### src/hdl/ssr_pkg.sv
// What this block does
// - Eight-bit summary byte returned to the controller on each serial poll.
// - Bit 6 master summary set while any enabled summary bit is set.
// - Master summary rising sets request flag, raises service request.
// - Request flag follows the pending request, cleared when polled.
// - Master summary shown only by status query, held until events clear.
// - Bit 5 is OR of event flags left unmasked by their enable.
// - Bit 4 set while a response message waits in the output queue.
// - Bit 3 is OR of device event flags left unmasked by their enable.
// - On the serial link the message-available bit is never set.
// - Each request enable bit at one admits its summary bit.
// - Event flags cleared by clear-status, by their query, at power-on.
// - Bit 7 power-on flag set at power-up and on outage recovery.
// - Bit 5 set on header, count, format or unsupported-command errors.
// - Bit 4 set when a command cannot execute: range, unsettable, blocked.
// - Bit 3 set when an internal anomaly prevents executing a command.
// - Bit 2 set and output queue flushed on empty read, overflow, loss.
// - Bit 0 set once all messages before operation-complete finish.
// - Each event flag counts in the summary only when enabled.
// - Device summary bit raised when any enabled device event flag is one.
// - Error bits fold, unmasked, into command, execution and device flags.
package ssr_pkg;
    localparam int SUM_FAULT_BIT = 7;
    localparam int SUM_MASTER_BIT = 6;
    localparam int SUM_EVENT_BIT = 5;
    localparam int SUM_MSG_BIT = 4;
    localparam int SUM_DEVICE_BIT = 3;
    localparam int SUM_SPARE_MSB = 2;
    localparam int EVT_POWER_BIT = 7;
    localparam int EVT_SPARE_HI = 6;
    localparam int EVT_CMD_BIT = 5;
    localparam int EVT_EXEC_BIT = 4;
    localparam int EVT_DEV_BIT = 3;
    localparam int EVT_QUERY_BIT = 2;
    localparam int EVT_SPARE_LO = 1;
    localparam int EVT_DONE_BIT = 0;
    // Error register bit positions
    localparam int ERR_LENGTH_BIT = 6;
    localparam int ERR_HEADER_BIT = 5;
    localparam int ERR_FORMAT_BIT = 4;
    localparam int ERR_RANGE_BIT = 3;
    localparam int ERR_NOEXEC_BIT = 2;
    localparam int ERR_LINK_BIT = 1;
    localparam int ERR_BACKUP_BIT = 0;
    localparam logic [7:0] SUM_USED = 8'hf8;
    localparam logic [7:0] REQ_MASK_USED = 8'hb8;
    localparam logic [7:0] EVT_USED = 8'hbd;
    localparam logic [7:0] ZERO8 = 8'h00;
    localparam logic [2:0] ZERO3 = 3'h0;

    // Hardware event strobes, one cycle each
    typedef struct packed {
        logic cmd_err;
        logic exe_err;
        logic dev_err;
        logic qry_err;
        logic op_done;
        logic power_up;
    } ssr_events_t;

    // Command strobes from the message parser
    typedef struct packed {
        logic clear_status;
        logic read_event_flags;
        logic read_error_reg;
        logic serial_poll;
        logic wr_req_enable;
        logic wr_evt_enable;
        logic wr_dev_enable;
    } ssr_cmds_t;
endpackage

### src/hdl/ssr_status_unit.sv
`timescale 1ns/1ps
module ssr_status_unit (
    // Clock and reset
    input wire logic clk_sys,
    input wire logic srst,
    // Command strobes and write data
    input wire ssr_pkg::ssr_cmds_t cmd,
    input wire logic [7:0] wr_data,
    // Event sources
    input wire ssr_pkg::ssr_events_t evt,
    input wire logic [7:0] error_set,
    input wire logic [7:0] device_event_set,
    input wire logic unrecoverable_error,
    input wire logic queue_not_empty,
    input wire logic serial_link_mode,
    // Register views
    output logic [7:0] status_summary_byte,
    output logic [7:0] poll_byte,
    output logic [7:0] standard_event_flags,
    output logic [7:0] request_enable_mask,
    output logic [7:0] standard_event_enable,
    output logic [7:0] device_event_flags,
    output logic [7:0] error_flags,
    // Bus side
    output logic service_request,
    output logic queue_flush
);
    logic [7:0] evt_flags_reg;
    logic [7:0] evt_flags_next;
    logic [7:0] req_mask_reg;
    logic [7:0] evt_mask_reg;
    logic [7:0] dev_mask_reg;
    logic [7:0] dev_flags_reg;
    logic [7:0] dev_flags_next;
    logic [7:0] err_reg;
    logic [7:0] err_next;
    logic req_svc_reg;
    logic req_svc_next;
    logic [7:0] sum_view_reg;
    logic [7:0] poll_view_reg;
    logic srq_reg;
    logic flush_reg;
    logic master_prev_reg;
    logic pon_pending_reg;

    wire logic [7:0] evt_set;
    wire logic [7:0] sum_raw;
    wire logic [7:0] sum_full;
    wire logic [7:0] poll_full;
    wire logic [7:0] master_word;
    wire logic [7:0] req_word;
    wire logic evt_sum;
    wire logic dev_sum;
    wire logic msg_avail;
    wire logic master_sum;
    wire logic master_rise;
    wire logic clr_evt;
    wire logic clr_dev;
    wire logic clr_err;

    // Error set strobes, not the error register, feed flags directly, no mask
    assign evt_set[ssr_pkg::EVT_CMD_BIT] = evt.cmd_err |
        error_set[ssr_pkg::ERR_HEADER_BIT] |
        error_set[ssr_pkg::ERR_FORMAT_BIT] |
        error_set[ssr_pkg::ERR_LENGTH_BIT];
    assign evt_set[ssr_pkg::EVT_EXEC_BIT] = evt.exe_err |
        error_set[ssr_pkg::ERR_RANGE_BIT] |
        error_set[ssr_pkg::ERR_NOEXEC_BIT];
    assign evt_set[ssr_pkg::EVT_DEV_BIT] = evt.dev_err |
        error_set[ssr_pkg::ERR_LINK_BIT] |
        error_set[ssr_pkg::ERR_BACKUP_BIT];
    assign evt_set[ssr_pkg::EVT_QUERY_BIT] = evt.qry_err;
    assign evt_set[ssr_pkg::EVT_DONE_BIT] = evt.op_done;
    // Pending bit covers power-up, since reset itself must clear the flags
    assign evt_set[ssr_pkg::EVT_POWER_BIT] = evt.power_up |
        pon_pending_reg;
    assign evt_set[ssr_pkg::EVT_SPARE_HI] = 1'b0;
    assign evt_set[ssr_pkg::EVT_SPARE_LO] = 1'b0;

    assign clr_evt = cmd.clear_status | cmd.read_event_flags;
    assign clr_dev = cmd.clear_status;
    assign clr_err = cmd.clear_status | cmd.read_error_reg;

    // Set wins over a clear in the same cycle, so no event is lost
    for (genvar i = 0; i < 8; i++) begin : g_flag
        assign evt_flags_next[i] = ((evt_flags_reg[i] & ~clr_evt) |
            evt_set[i]) & ssr_pkg::EVT_USED[i];
        assign dev_flags_next[i] = (dev_flags_reg[i] & ~clr_dev) |
            device_event_set[i];
        assign err_next[i] = (err_reg[i] & ~clr_err) | error_set[i];
    end

    assign evt_sum = |(evt_flags_reg & evt_mask_reg);
    assign dev_sum = |(dev_flags_reg & dev_mask_reg);
    assign msg_avail = queue_not_empty & ~serial_link_mode;
    assign sum_raw[ssr_pkg::SUM_FAULT_BIT] = unrecoverable_error;
    assign sum_raw[ssr_pkg::SUM_MASTER_BIT] = 1'b0;
    assign sum_raw[ssr_pkg::SUM_EVENT_BIT] = evt_sum;
    assign sum_raw[ssr_pkg::SUM_MSG_BIT] = msg_avail;
    assign sum_raw[ssr_pkg::SUM_DEVICE_BIT] = dev_sum;
    assign sum_raw[ssr_pkg::SUM_SPARE_MSB:0] = ssr_pkg::ZERO3;
    assign master_sum = |(sum_raw & req_mask_reg);
    assign master_rise = master_sum & ~master_prev_reg;
    // Poll read clears the flag; a new rise in that cycle still wins
    assign req_svc_next = master_rise |
        (req_svc_reg & ~cmd.serial_poll & master_sum);
    assign master_word = {7'h00, master_sum} << ssr_pkg::SUM_MASTER_BIT;
    assign req_word = {7'h00, req_svc_next} << ssr_pkg::SUM_MASTER_BIT;
    assign sum_full = sum_raw | master_word;
    assign poll_full = sum_raw | req_word;

    always_ff @(posedge clk_sys) begin
        if (srst) begin
            evt_flags_reg <= ssr_pkg::ZERO8;
            dev_flags_reg <= ssr_pkg::ZERO8;
            err_reg <= ssr_pkg::ZERO8;
            req_mask_reg <= ssr_pkg::ZERO8;
            evt_mask_reg <= ssr_pkg::ZERO8;
            dev_mask_reg <= ssr_pkg::ZERO8;
            req_svc_reg <= 1'b0;
            master_prev_reg <= 1'b0;
            pon_pending_reg <= 1'b1;
        end else begin
            evt_flags_reg <= evt_flags_next;
            dev_flags_reg <= dev_flags_next;
            err_reg <= err_next;
            req_svc_reg <= req_svc_next;
            master_prev_reg <= master_sum;
            pon_pending_reg <= 1'b0;
            if (cmd.wr_req_enable) begin
                req_mask_reg <= wr_data & ssr_pkg::REQ_MASK_USED;
            end
            if (cmd.wr_evt_enable) begin
                evt_mask_reg <= wr_data;
            end
            if (cmd.wr_dev_enable) begin
                dev_mask_reg <= wr_data;
            end
        end
    end

    // Query view carries the master summary, poll view the request flag
    always_ff @(posedge clk_sys) begin
        if (srst) begin
            sum_view_reg <= ssr_pkg::ZERO8;
            poll_view_reg <= ssr_pkg::ZERO8;
            srq_reg <= 1'b0;
            flush_reg <= 1'b0;
        end else begin
            sum_view_reg <= sum_full;
            poll_view_reg <= poll_full;
            srq_reg <= req_svc_next;
            flush_reg <= evt.qry_err;
        end
    end

    assign status_summary_byte = sum_view_reg;
    assign poll_byte = poll_view_reg;
    assign standard_event_flags = evt_flags_reg;
    assign request_enable_mask = req_mask_reg;
    assign standard_event_enable = evt_mask_reg;
    assign device_event_flags = dev_flags_reg;
    assign error_flags = err_reg;
    assign service_request = srq_reg;
    assign queue_flush = flush_reg;

    property p_pon_after_reset;
        @(posedge clk_sys) $fell(srst) |=>
            evt_flags_reg[ssr_pkg::EVT_POWER_BIT];
    endproperty
    a_pon_after_reset: assert property (p_pon_after_reset)
        else $error("power-on flag not set after reset");

    property p_clear_flags;
        @(posedge clk_sys) disable iff (srst)
        (clr_evt && evt_set == ssr_pkg::ZERO8) |=>
            evt_flags_reg == ssr_pkg::ZERO8;
    endproperty
    a_clear_flags: assert property (p_clear_flags)
        else $error("standard event flags not cleared");

    property p_cmd_flag_set;
        @(posedge clk_sys) disable iff (srst)
        evt.cmd_err |=> evt_flags_reg[ssr_pkg::EVT_CMD_BIT];
    endproperty
    a_cmd_flag_set: assert property (p_cmd_flag_set)
        else $error("command error flag not set");

    property p_query_flush;
        @(posedge clk_sys) disable iff (srst)
        evt.qry_err |=> queue_flush && evt_flags_reg[ssr_pkg::EVT_QUERY_BIT];
    endproperty
    a_query_flush: assert property (p_query_flush)
        else $error("query error without flush");

    property p_event_sum;
        @(posedge clk_sys) disable iff (srst)
        ##1 status_summary_byte[ssr_pkg::SUM_EVENT_BIT] ==
            $past(|(evt_flags_reg & evt_mask_reg));
    endproperty
    a_event_sum: assert property (p_event_sum)
        else $error("event summary bit wrong");

    property p_msg_serial;
        @(posedge clk_sys) disable iff (srst)
        ##1 $past(serial_link_mode) |->
            !status_summary_byte[ssr_pkg::SUM_MSG_BIT];
    endproperty
    a_msg_serial: assert property (p_msg_serial)
        else $error("message available set on serial link");

    property p_srq_rise;
        @(posedge clk_sys) disable iff (srst)
        master_rise |=> service_request &&
            poll_byte[ssr_pkg::SUM_MASTER_BIT];
    endproperty
    a_srq_rise: assert property (p_srq_rise)
        else $error("no service request on enabled rise");

    property p_poll_clear;
        @(posedge clk_sys) disable iff (srst)
        (cmd.serial_poll && !master_rise) |=> !service_request;
    endproperty
    a_poll_clear: assert property (p_poll_clear)
        else $error("request flag not cleared by poll");

    property p_reserved;
        @(posedge clk_sys) disable iff (srst)
        status_summary_byte[ssr_pkg::SUM_SPARE_MSB:0] == ssr_pkg::ZERO3 &&
            !evt_flags_reg[ssr_pkg::EVT_SPARE_HI] &&
            !evt_flags_reg[ssr_pkg::EVT_SPARE_LO];
    endproperty
    a_reserved: assert property (p_reserved)
        else $error("reserved bits not zero");

    property p_exec_set;
        @(posedge clk_sys) disable iff (srst)
        evt.exe_err |=> evt_flags_reg[ssr_pkg::EVT_EXEC_BIT];
    endproperty
    a_exec_set: assert property (p_exec_set)
        else $error("execution error flag not set");

    property p_dev_err_set;
        @(posedge clk_sys) disable iff (srst)
        evt.dev_err |=> evt_flags_reg[ssr_pkg::EVT_DEV_BIT];
    endproperty
    a_dev_err_set: assert property (p_dev_err_set)
        else $error("device error flag not set");

    property p_done_set;
        @(posedge clk_sys) disable iff (srst)
        evt.op_done |=> evt_flags_reg[ssr_pkg::EVT_DONE_BIT];
    endproperty
    a_done_set: assert property (p_done_set)
        else $error("operation complete flag not set");

    property p_fold_length;
        @(posedge clk_sys) disable iff (srst)
        error_set[ssr_pkg::ERR_LENGTH_BIT] |=>
            evt_flags_reg[ssr_pkg::EVT_CMD_BIT];
    endproperty
    a_fold_length: assert property (p_fold_length)
        else $error("length error not folded");

    property p_fold_range;
        @(posedge clk_sys) disable iff (srst)
        error_set[ssr_pkg::ERR_RANGE_BIT] |=>
            evt_flags_reg[ssr_pkg::EVT_EXEC_BIT];
    endproperty
    a_fold_range: assert property (p_fold_range)
        else $error("range error not folded");

    property p_fold_link;
        @(posedge clk_sys) disable iff (srst)
        error_set[ssr_pkg::ERR_LINK_BIT] |=>
            evt_flags_reg[ssr_pkg::EVT_DEV_BIT];
    endproperty
    a_fold_link: assert property (p_fold_link)
        else $error("link error not folded");

    property p_dev_sum;
        @(posedge clk_sys) disable iff (srst)
        ##1 status_summary_byte[ssr_pkg::SUM_DEVICE_BIT] ==
            $past(|(dev_flags_reg & dev_mask_reg));
    endproperty
    a_dev_sum: assert property (p_dev_sum)
        else $error("device summary bit wrong");

    property p_msg_avail;
        @(posedge clk_sys) disable iff (srst)
        ##1 status_summary_byte[ssr_pkg::SUM_MSG_BIT] ==
            $past(queue_not_empty && !serial_link_mode);
    endproperty
    a_msg_avail: assert property (p_msg_avail)
        else $error("message available bit wrong");

    property p_fault_bit;
        @(posedge clk_sys) disable iff (srst)
        ##1 status_summary_byte[ssr_pkg::SUM_FAULT_BIT] ==
            $past(unrecoverable_error);
    endproperty
    a_fault_bit: assert property (p_fault_bit)
        else $error("fault bit wrong");

    property p_mask_refused;
        @(posedge clk_sys) disable iff (srst)
        (request_enable_mask & ~ssr_pkg::REQ_MASK_USED) == ssr_pkg::ZERO8;
    endproperty
    a_mask_refused: assert property (p_mask_refused)
        else $error("refused request mask bit set");

    property p_srq_view;
        @(posedge clk_sys) disable iff (srst)
        service_request == poll_byte[ssr_pkg::SUM_MASTER_BIT];
    endproperty
    a_srq_view: assert property (p_srq_view)
        else $error("poll view and service request differ");

    property p_err_clear;
        @(posedge clk_sys) disable iff (srst)
        (cmd.read_error_reg && error_set == ssr_pkg::ZERO8) |=>
            error_flags == ssr_pkg::ZERO8;
    endproperty
    a_err_clear: assert property (p_err_clear)
        else $error("error register not cleared by its query");

    property p_master_hold;
        @(posedge clk_sys) disable iff (srst)
        (master_sum && !cmd.clear_status && !clr_evt && !clr_dev &&
            $stable(req_mask_reg) && $stable(evt_mask_reg)) |=>
            master_sum;
    endproperty
    a_master_hold: assert property (p_master_hold)
        else $error("master summary dropped without a clear");
endmodule

### config.mk
export PLATFORM = sky130hd
export DESIGN_NAME = ssr_status_unit
export DESIGN_NICKNAME = d
export VERILOG_FILES = /design/src/hdl/ssr_pkg.sv /design/src/hdl/ssr_status_unit.sv
export SDC_FILE = /design/constraint.sdc
export NUM_CORES = 1
export LEC_CHECK = 0
export ABC_AREA = 1
export BUFFER_PORTS_ARGS = -buffer_cell sky130_fd_sc_hd__buf_2
export CAP_MARGIN = 20
export CORE_MARGIN = 1
export CORE_UTILIZATION = 44
export DETAILED_ROUTE_END_ITERATION = 6
export GPL_TIMING_DRIVEN = 1
export PLACE_DENSITY = 0.88
export SLEW_MARGIN = 20
export SYNTH_ARGS = -nofsm -noshare
export SYNTH_HDL_FRONTEND = slang
export SYNTH_SLANG_ARGS = --single-unit
export TNS_END_PERCENT = 5
### constraint.sdc
create_clock -name clk_sys -period 0.98 [get_ports clk_sys]
set_input_delay 0.098 -clock clk_sys [delete_from_list [all_inputs] [get_ports clk_sys]]
set_output_delay 0.098 -clock clk_sys [all_outputs]
set_load 0.02 [all_outputs]
==> metrics.txt, run 1 <==
Vias 1,876; Area Growth Syn to Fin 48.6%; commonest non-fill, non-tap cell in the layout buf_2; Fillers 329; Syn Area/Cell 8.00 µm²; Final WS setup -0.107 ns; CTS Buf Count 5; # DRC 0; register area share after synthesis 53.4%; leakage 0.00143 µW; max cap viols 0; status finished, violations left; area of the core 4060 µm²; post-DP HPWL 3290 µm; Die W 67.2 µm; max-slew violations 0; first-pass GRT wire length 7220 µm; wire per inst 12.0 µm; CTS tree done; CP arrival 0.99 ns; Power per Cell Area 1780 nW/µm²; IO Pins 100; pin count of the biggest net entering global routing 23; CP max FO 2; FMAX 920 MHz; Synth Instances 234; routability cong. 0.797; Nets 386; TritonCTS Sinks 50; RSZ-0062 raised after global routing true; PortBufs 87; setup violators final 4; placed cells 376; gr usage total 21.6%; Die Y 67.2 µm; CP endpoint kind output pin; # rows 23; Ys Warns 0; Sequential Area 1030 µm²; root buf cell clkbuf_8; number of synthesized flops with an enable pin 0; Power Total 4960 µW; Vias per Instance 4.75; final hold viol count 0; H-Tree Depth 2; Yosys reg bits 50; reg2reg setup slack -0.05 ns; CP startpoint kind register; Synth area leaders dfxtp_1, nor2_1, buf_4, nand2_1, a21oi_1; Peak VDD IR 0.00133 V; Routed Antenna Nets 0; die area 4520 µm²; skew final 0.00873 ns; # diodes 0; initial antenna violation count 0; number of global-route vias before repair 1,680; total gr overflow 0; most frequent cells in the layout buf_2, nor2_1, nand2_1; clk_lat worst skew 0.31 ns; prevailing post-synth register cell dfxtp_1; top cell type's share of synthesized area 53.4%; failing checks negative setup slack; worst hold path type primary input to register; post-synth cell types 19; final WL 4730 µm; Cell Count, Final, Fillers Out 395; fraction of layout cells with a size suffix above 1 44.1%; Longest Clk Path Bufs 2; Fin Setup TNS -0.158 ns; ys async rst share 0%; CP Class register to output pin; minimum clock period 1.09 ns; Synth Cell Area 1870 µm²; Starting Density 46.2%; WP data required 0.88 ns; period utilization 111%; Worst-path clk slew 0.09 ns; 1st-iter DRT viols 110; drt pass-1 iters 4; cell taking the most area after synthesis dfxtp_1; multi-input gate area in the final layout 713 µm²
-- report_power, final --
| part | internal [µW] | switching (µW) |
|---|---|---|
| combinational | 392 | 507 |
| sequential | 2180 | 85.4 |
| clock | 1090 | 699 |
-- metrics by stage --
stage                     instance area (µm²)  setup WS (ns)  hold WS [ns]  util, %
after CTS                                2720        -0.0279      0.000261     66.9
after floorplan                          1930        0.00196         0.126        -
after global placement                   2370        -0.0158         0.287     58.5
after global routing                     2780         -0.149        0.0136     68.6
after detailed placement                 2370        -0.0484         0.289     58.5
final                                    2780         -0.107      0.000720     68.6
-- per-layer routing --
| layer | part of all wire (%) | vias to the layer above | global-route usage, % |
|---|---|---|---|
| met1 | 42 | 852 | 25.1 |
| li1 | - | 935 | - |
| met2 | 49 | 84 | 36.9 |
| met5 | 0 | - | 0 |
| met4 | 1.1 | 0 | 10.9 |
| met3 | 7.3 | 5 | 5.07 |
-- synth_stat cells, types with 2 or more instances --
cell type and count:
nand2_1 31, o21ai_0 18, nor3_1 3, nand3_1 2
buf_4 18, dfxtp_1 50, buf_6 3, inv_1 10
a21oi_1 23, buf_2 2, nor2_1 63, nor2_2 2
o21ai_1 3
-- worst max-delay path: stages (launching register included) --
cell and delay, ns:
dfxtp_2 0.33, buf_4 0.12, buf_6 0.11, buf_6 0.12
-- worst paths after layout --
path                               from                     to  depth (start not counted)
setup / recovery  device_event_flags[4]  device_event_flags[4]                          3
hold / removal      device_event_set[1]  device_event_flags[1]                          3
setup reg to reg        dev_mask_reg[3]           poll_byte[6]                          8
hold reg to reg          error_flags[6]         error_flags[6]                          2
-- area by class of cell --
cell class / instances / share of cell area, %
inverters: 11 / 1.48
well taps: 50 / 2.25
repair buffers: 115 / 28.5
flip-flops and latches: 50 / 37.0
clock buffers: 6 / 2.97
clock inverters: 2 / 2.16
multi-input cells: 161 / 25.6
-- logic make-up (layout without fill, tap and decap cells) --
group | count (synthesis) | count (layout) | share of synthesized area (%)
other | 1 | 12 | 0.200
DFF | 50 | 50 | 53.4
buffers and inverters | 34 | 134 | 11.8
AOI/OAI and AO/OA | 46 | 46 | 12.6
and+or+nand+nor | 103 | 103 | 22.0
-- timing repair --
action	4_1_cts	5_1_grt
endpoints found under the hold margin	6	0
pin swaps	1	6
cloned	0	0
buffers inserted	2	3
setup endpoints to repair	14	19
resized for setup	42	17
hold buffers	6	0
Power figures use the tool's default switching activity.
==> run 2: changes to the inputs <==
==> constraint.sdc (replaced) <==
create_clock -name clk_sys -period 0.98 [get_ports clk_sys]
set_input_delay 0.294 -clock clk_sys [delete_from_list [all_inputs] [get_ports clk_sys]]
set_output_delay 0.294 -clock clk_sys [all_outputs]
set_load 0.02 [all_outputs]
==> run 2 against run 1 <==
Against the previous run: total power decreased by 7.7%; final cell count decreased by 2.3%; worst hold slack improved by 0.14 ns; the run still ends with negative setup slack left; non-clock buffer count decreased by 9; sequential share of layout area decreased by 0.46 points; sequential power increased by 2%; highest routed layer unchanged; first-iteration DRC count decreased by 13%; die area unchanged; via count increased by 0.69%; clock power decreased by 27%.
==> metrics.txt, run 2 (synthesis results as in run 1) <==
slowest cell on the critical path dfxtp_2 (unchanged); Fin Setup TNS -5.67 ns (was -0.158 ns); Die W 67.2 µm (unchanged); busiest grt layer met2 (unchanged); max-slew violations 0 (unchanged); 1st-iter DRT viols 96 (was 110); routability cong. 0.804 (was 0.797); CP arrival 0.90 ns (was 0.99 ns); # DRC 0 (unchanged); Longest Clk Path Bufs 2 (unchanged); initial antenna violation count 0 (unchanged); # rows 23 (unchanged); fraction of layout cells with a size suffix above 1 49.7% (was 44.1%); delay-heaviest family, CP flip-flops (was buffers and inverters); WP data required 0.69 ns (was 0.88 ns); minimum clock period 1.19 ns (was 1.09 ns); most frequent CP cell buf_6 (unchanged); first-pass GRT wire length 7950 µm (was 7220 µm); area of the core 4060 µm² (unchanged); Worst-path clk slew 0.10 ns (was 0.09 ns); worst-path cell chain buf_6 -> buf_6 (was buf_4 -> buf_6 -> buf_6); setup violators final 49 (was 4); CP endpoint kind output pin (unchanged); final WL 5100 µm (was 4730 µm); Place WS -0.0600 ns (was -0.0484 ns); CP startpoint kind register (unchanged); die area 4520 µm² (unchanged); status finished, violations left (unchanged); multi-input gate area in the final layout 716 µm² (was 713 µm²); GR Layer Usage met1 27.2% (was 25.1%); Vias per Instance 4.89 (was 4.75); commonest non-fill, non-tap cell in the layout nor2_1 (was buf_2); Peak VDD IR 0.000779 V (was 0.00133 V); failing checks negative setup slack (unchanged); most frequent cells in the layout nor2_1, buf_6, buf_2 (was buf_2, nor2_1, nand2_1); Routed Antenna Nets 0 (unchanged); H-Tree Depth 2 (unchanged); clk_lat worst skew 0.32 ns (was 0.31 ns); Cell Count, Final, Fillers Out 386 (was 395); drt pass-1 iters 4 (unchanged); max incr delay on CP 0.35 ns (was 0.33 ns); worst hold path type primary input to register (unchanged); leakage 0.00142 µW (was 0.00143 µW); IO Pins 100 (unchanged); pin count of the biggest net entering global routing 20 (was 23); Hold Buf Count CTS 0 (was 6); post-DP HPWL 3380 µm (was 3290 µm); Power per Cell Area 1590 nW/µm² (was 1780 nW/µm²); max cap viols 0 (unchanged); placed cells 375 (was 376); Final WS setup -0.214 ns (was -0.107 ns); skew final 0.0128 ns (was 0.00873 ns); Nets 377 (was 386); CP max FO 2 (unchanged); TritonCTS Sinks 50 (unchanged); root buf cell clkbuf_8 (unchanged); CP Class register to output pin (unchanged); FMAX 838 MHz (was 920 MHz); Area Growth Syn to Fin 54.1% (was 48.6%); total gr overflow 0 (unchanged); # diodes 0 (unchanged); global routing usage on met2 41.0% (was 36.9%); final hold viol count 0 (unchanged); number of global-route vias before repair 1,725 (was 1,680); CTS tree done (unchanged); Fillers 307 (was 329); Sequential Area 1050 µm² (was 1030 µm²); wire per inst 13.2 µm (was 12.0 µm); Worst Path Buf+Inv 2 (was 3); met3 global-route usage 8.11% (was 5.07%); PortBufs 87 (unchanged); CTS Buf Count 5 (unchanged); period utilization 122% (was 111%); Die Y 67.2 µm (unchanged); Starting Density 46.2% (unchanged); RSZ-0062 raised after global routing true (unchanged); gr usage total 24.5% (was 21.6%); Vias 1,889 (was 1,876)
-- run 2: path summary, 6_finish.rpt --
check                      startpoint                       end  slack (ns)  cells after the start
max          standard_event_enable[2]  standard_event_enable[2]       -0.21                      2
min                  serial_link_mode    status_summary_byte[4]        0.14                      2
max reg2reg     device_event_flags[7]              poll_byte[6]       -0.10                      9
min reg2reg            error_flags[6]            error_flags[6]        0.47                      2
-- run 2: final cells by class --
type | instances | share of cell area, %
sequential | 50 | 36.5
timing repair buffer | 106 | 31.6
multi-input combinational | 161 | 24.8
clock buffer | 6 | 2.86
tap | 50 | 2.17
inverter | 11 | 1.43
clock inverter | 2 | 0.607
-- run 2: metal layers --
| layer | wire (µm) | up-vias |
|---|---|---|
| li1 | - | 923 |
| met1 | 1940 | 857 |
| met2 | 2600 | 90 |
| met3 | 358 | 19 |
| met4 | 199 | 0 |
| met5 | 0 | - |
-- run 2: metrics by stage --
stage | utilization, % | cell area, µm² | hold WS, ns | power (µW)
after detailed placement | 58.6 | 2380 | 0.449 | 3060
after global routing | 71.1 | 2890 | 0.131 | 4790
after floorplan | - | 1930 | 0.322 | 2790
final | 71.1 | 2890 | 0.136 | 4580
after CTS | 70.4 | 2860 | 0.140 | 4560
after global placement | 58.6 | 2380 | 0.451 | 3040
-- run 2: repair_timing --
item | 4_1_cts | 5_1_grt
setup endpoints to repair | 47 | 49
endpoints found under the hold margin | 0 | 0
pin swaps | 1 | 2
gates resized for setup | 133 | 7
setup buffers | 2 | 1
-- run 2: report_power, final --
group | internal [µW] | switching, µW
clock | 582 | 714
sequential | 2200 | 112
combinational | 469 | 505
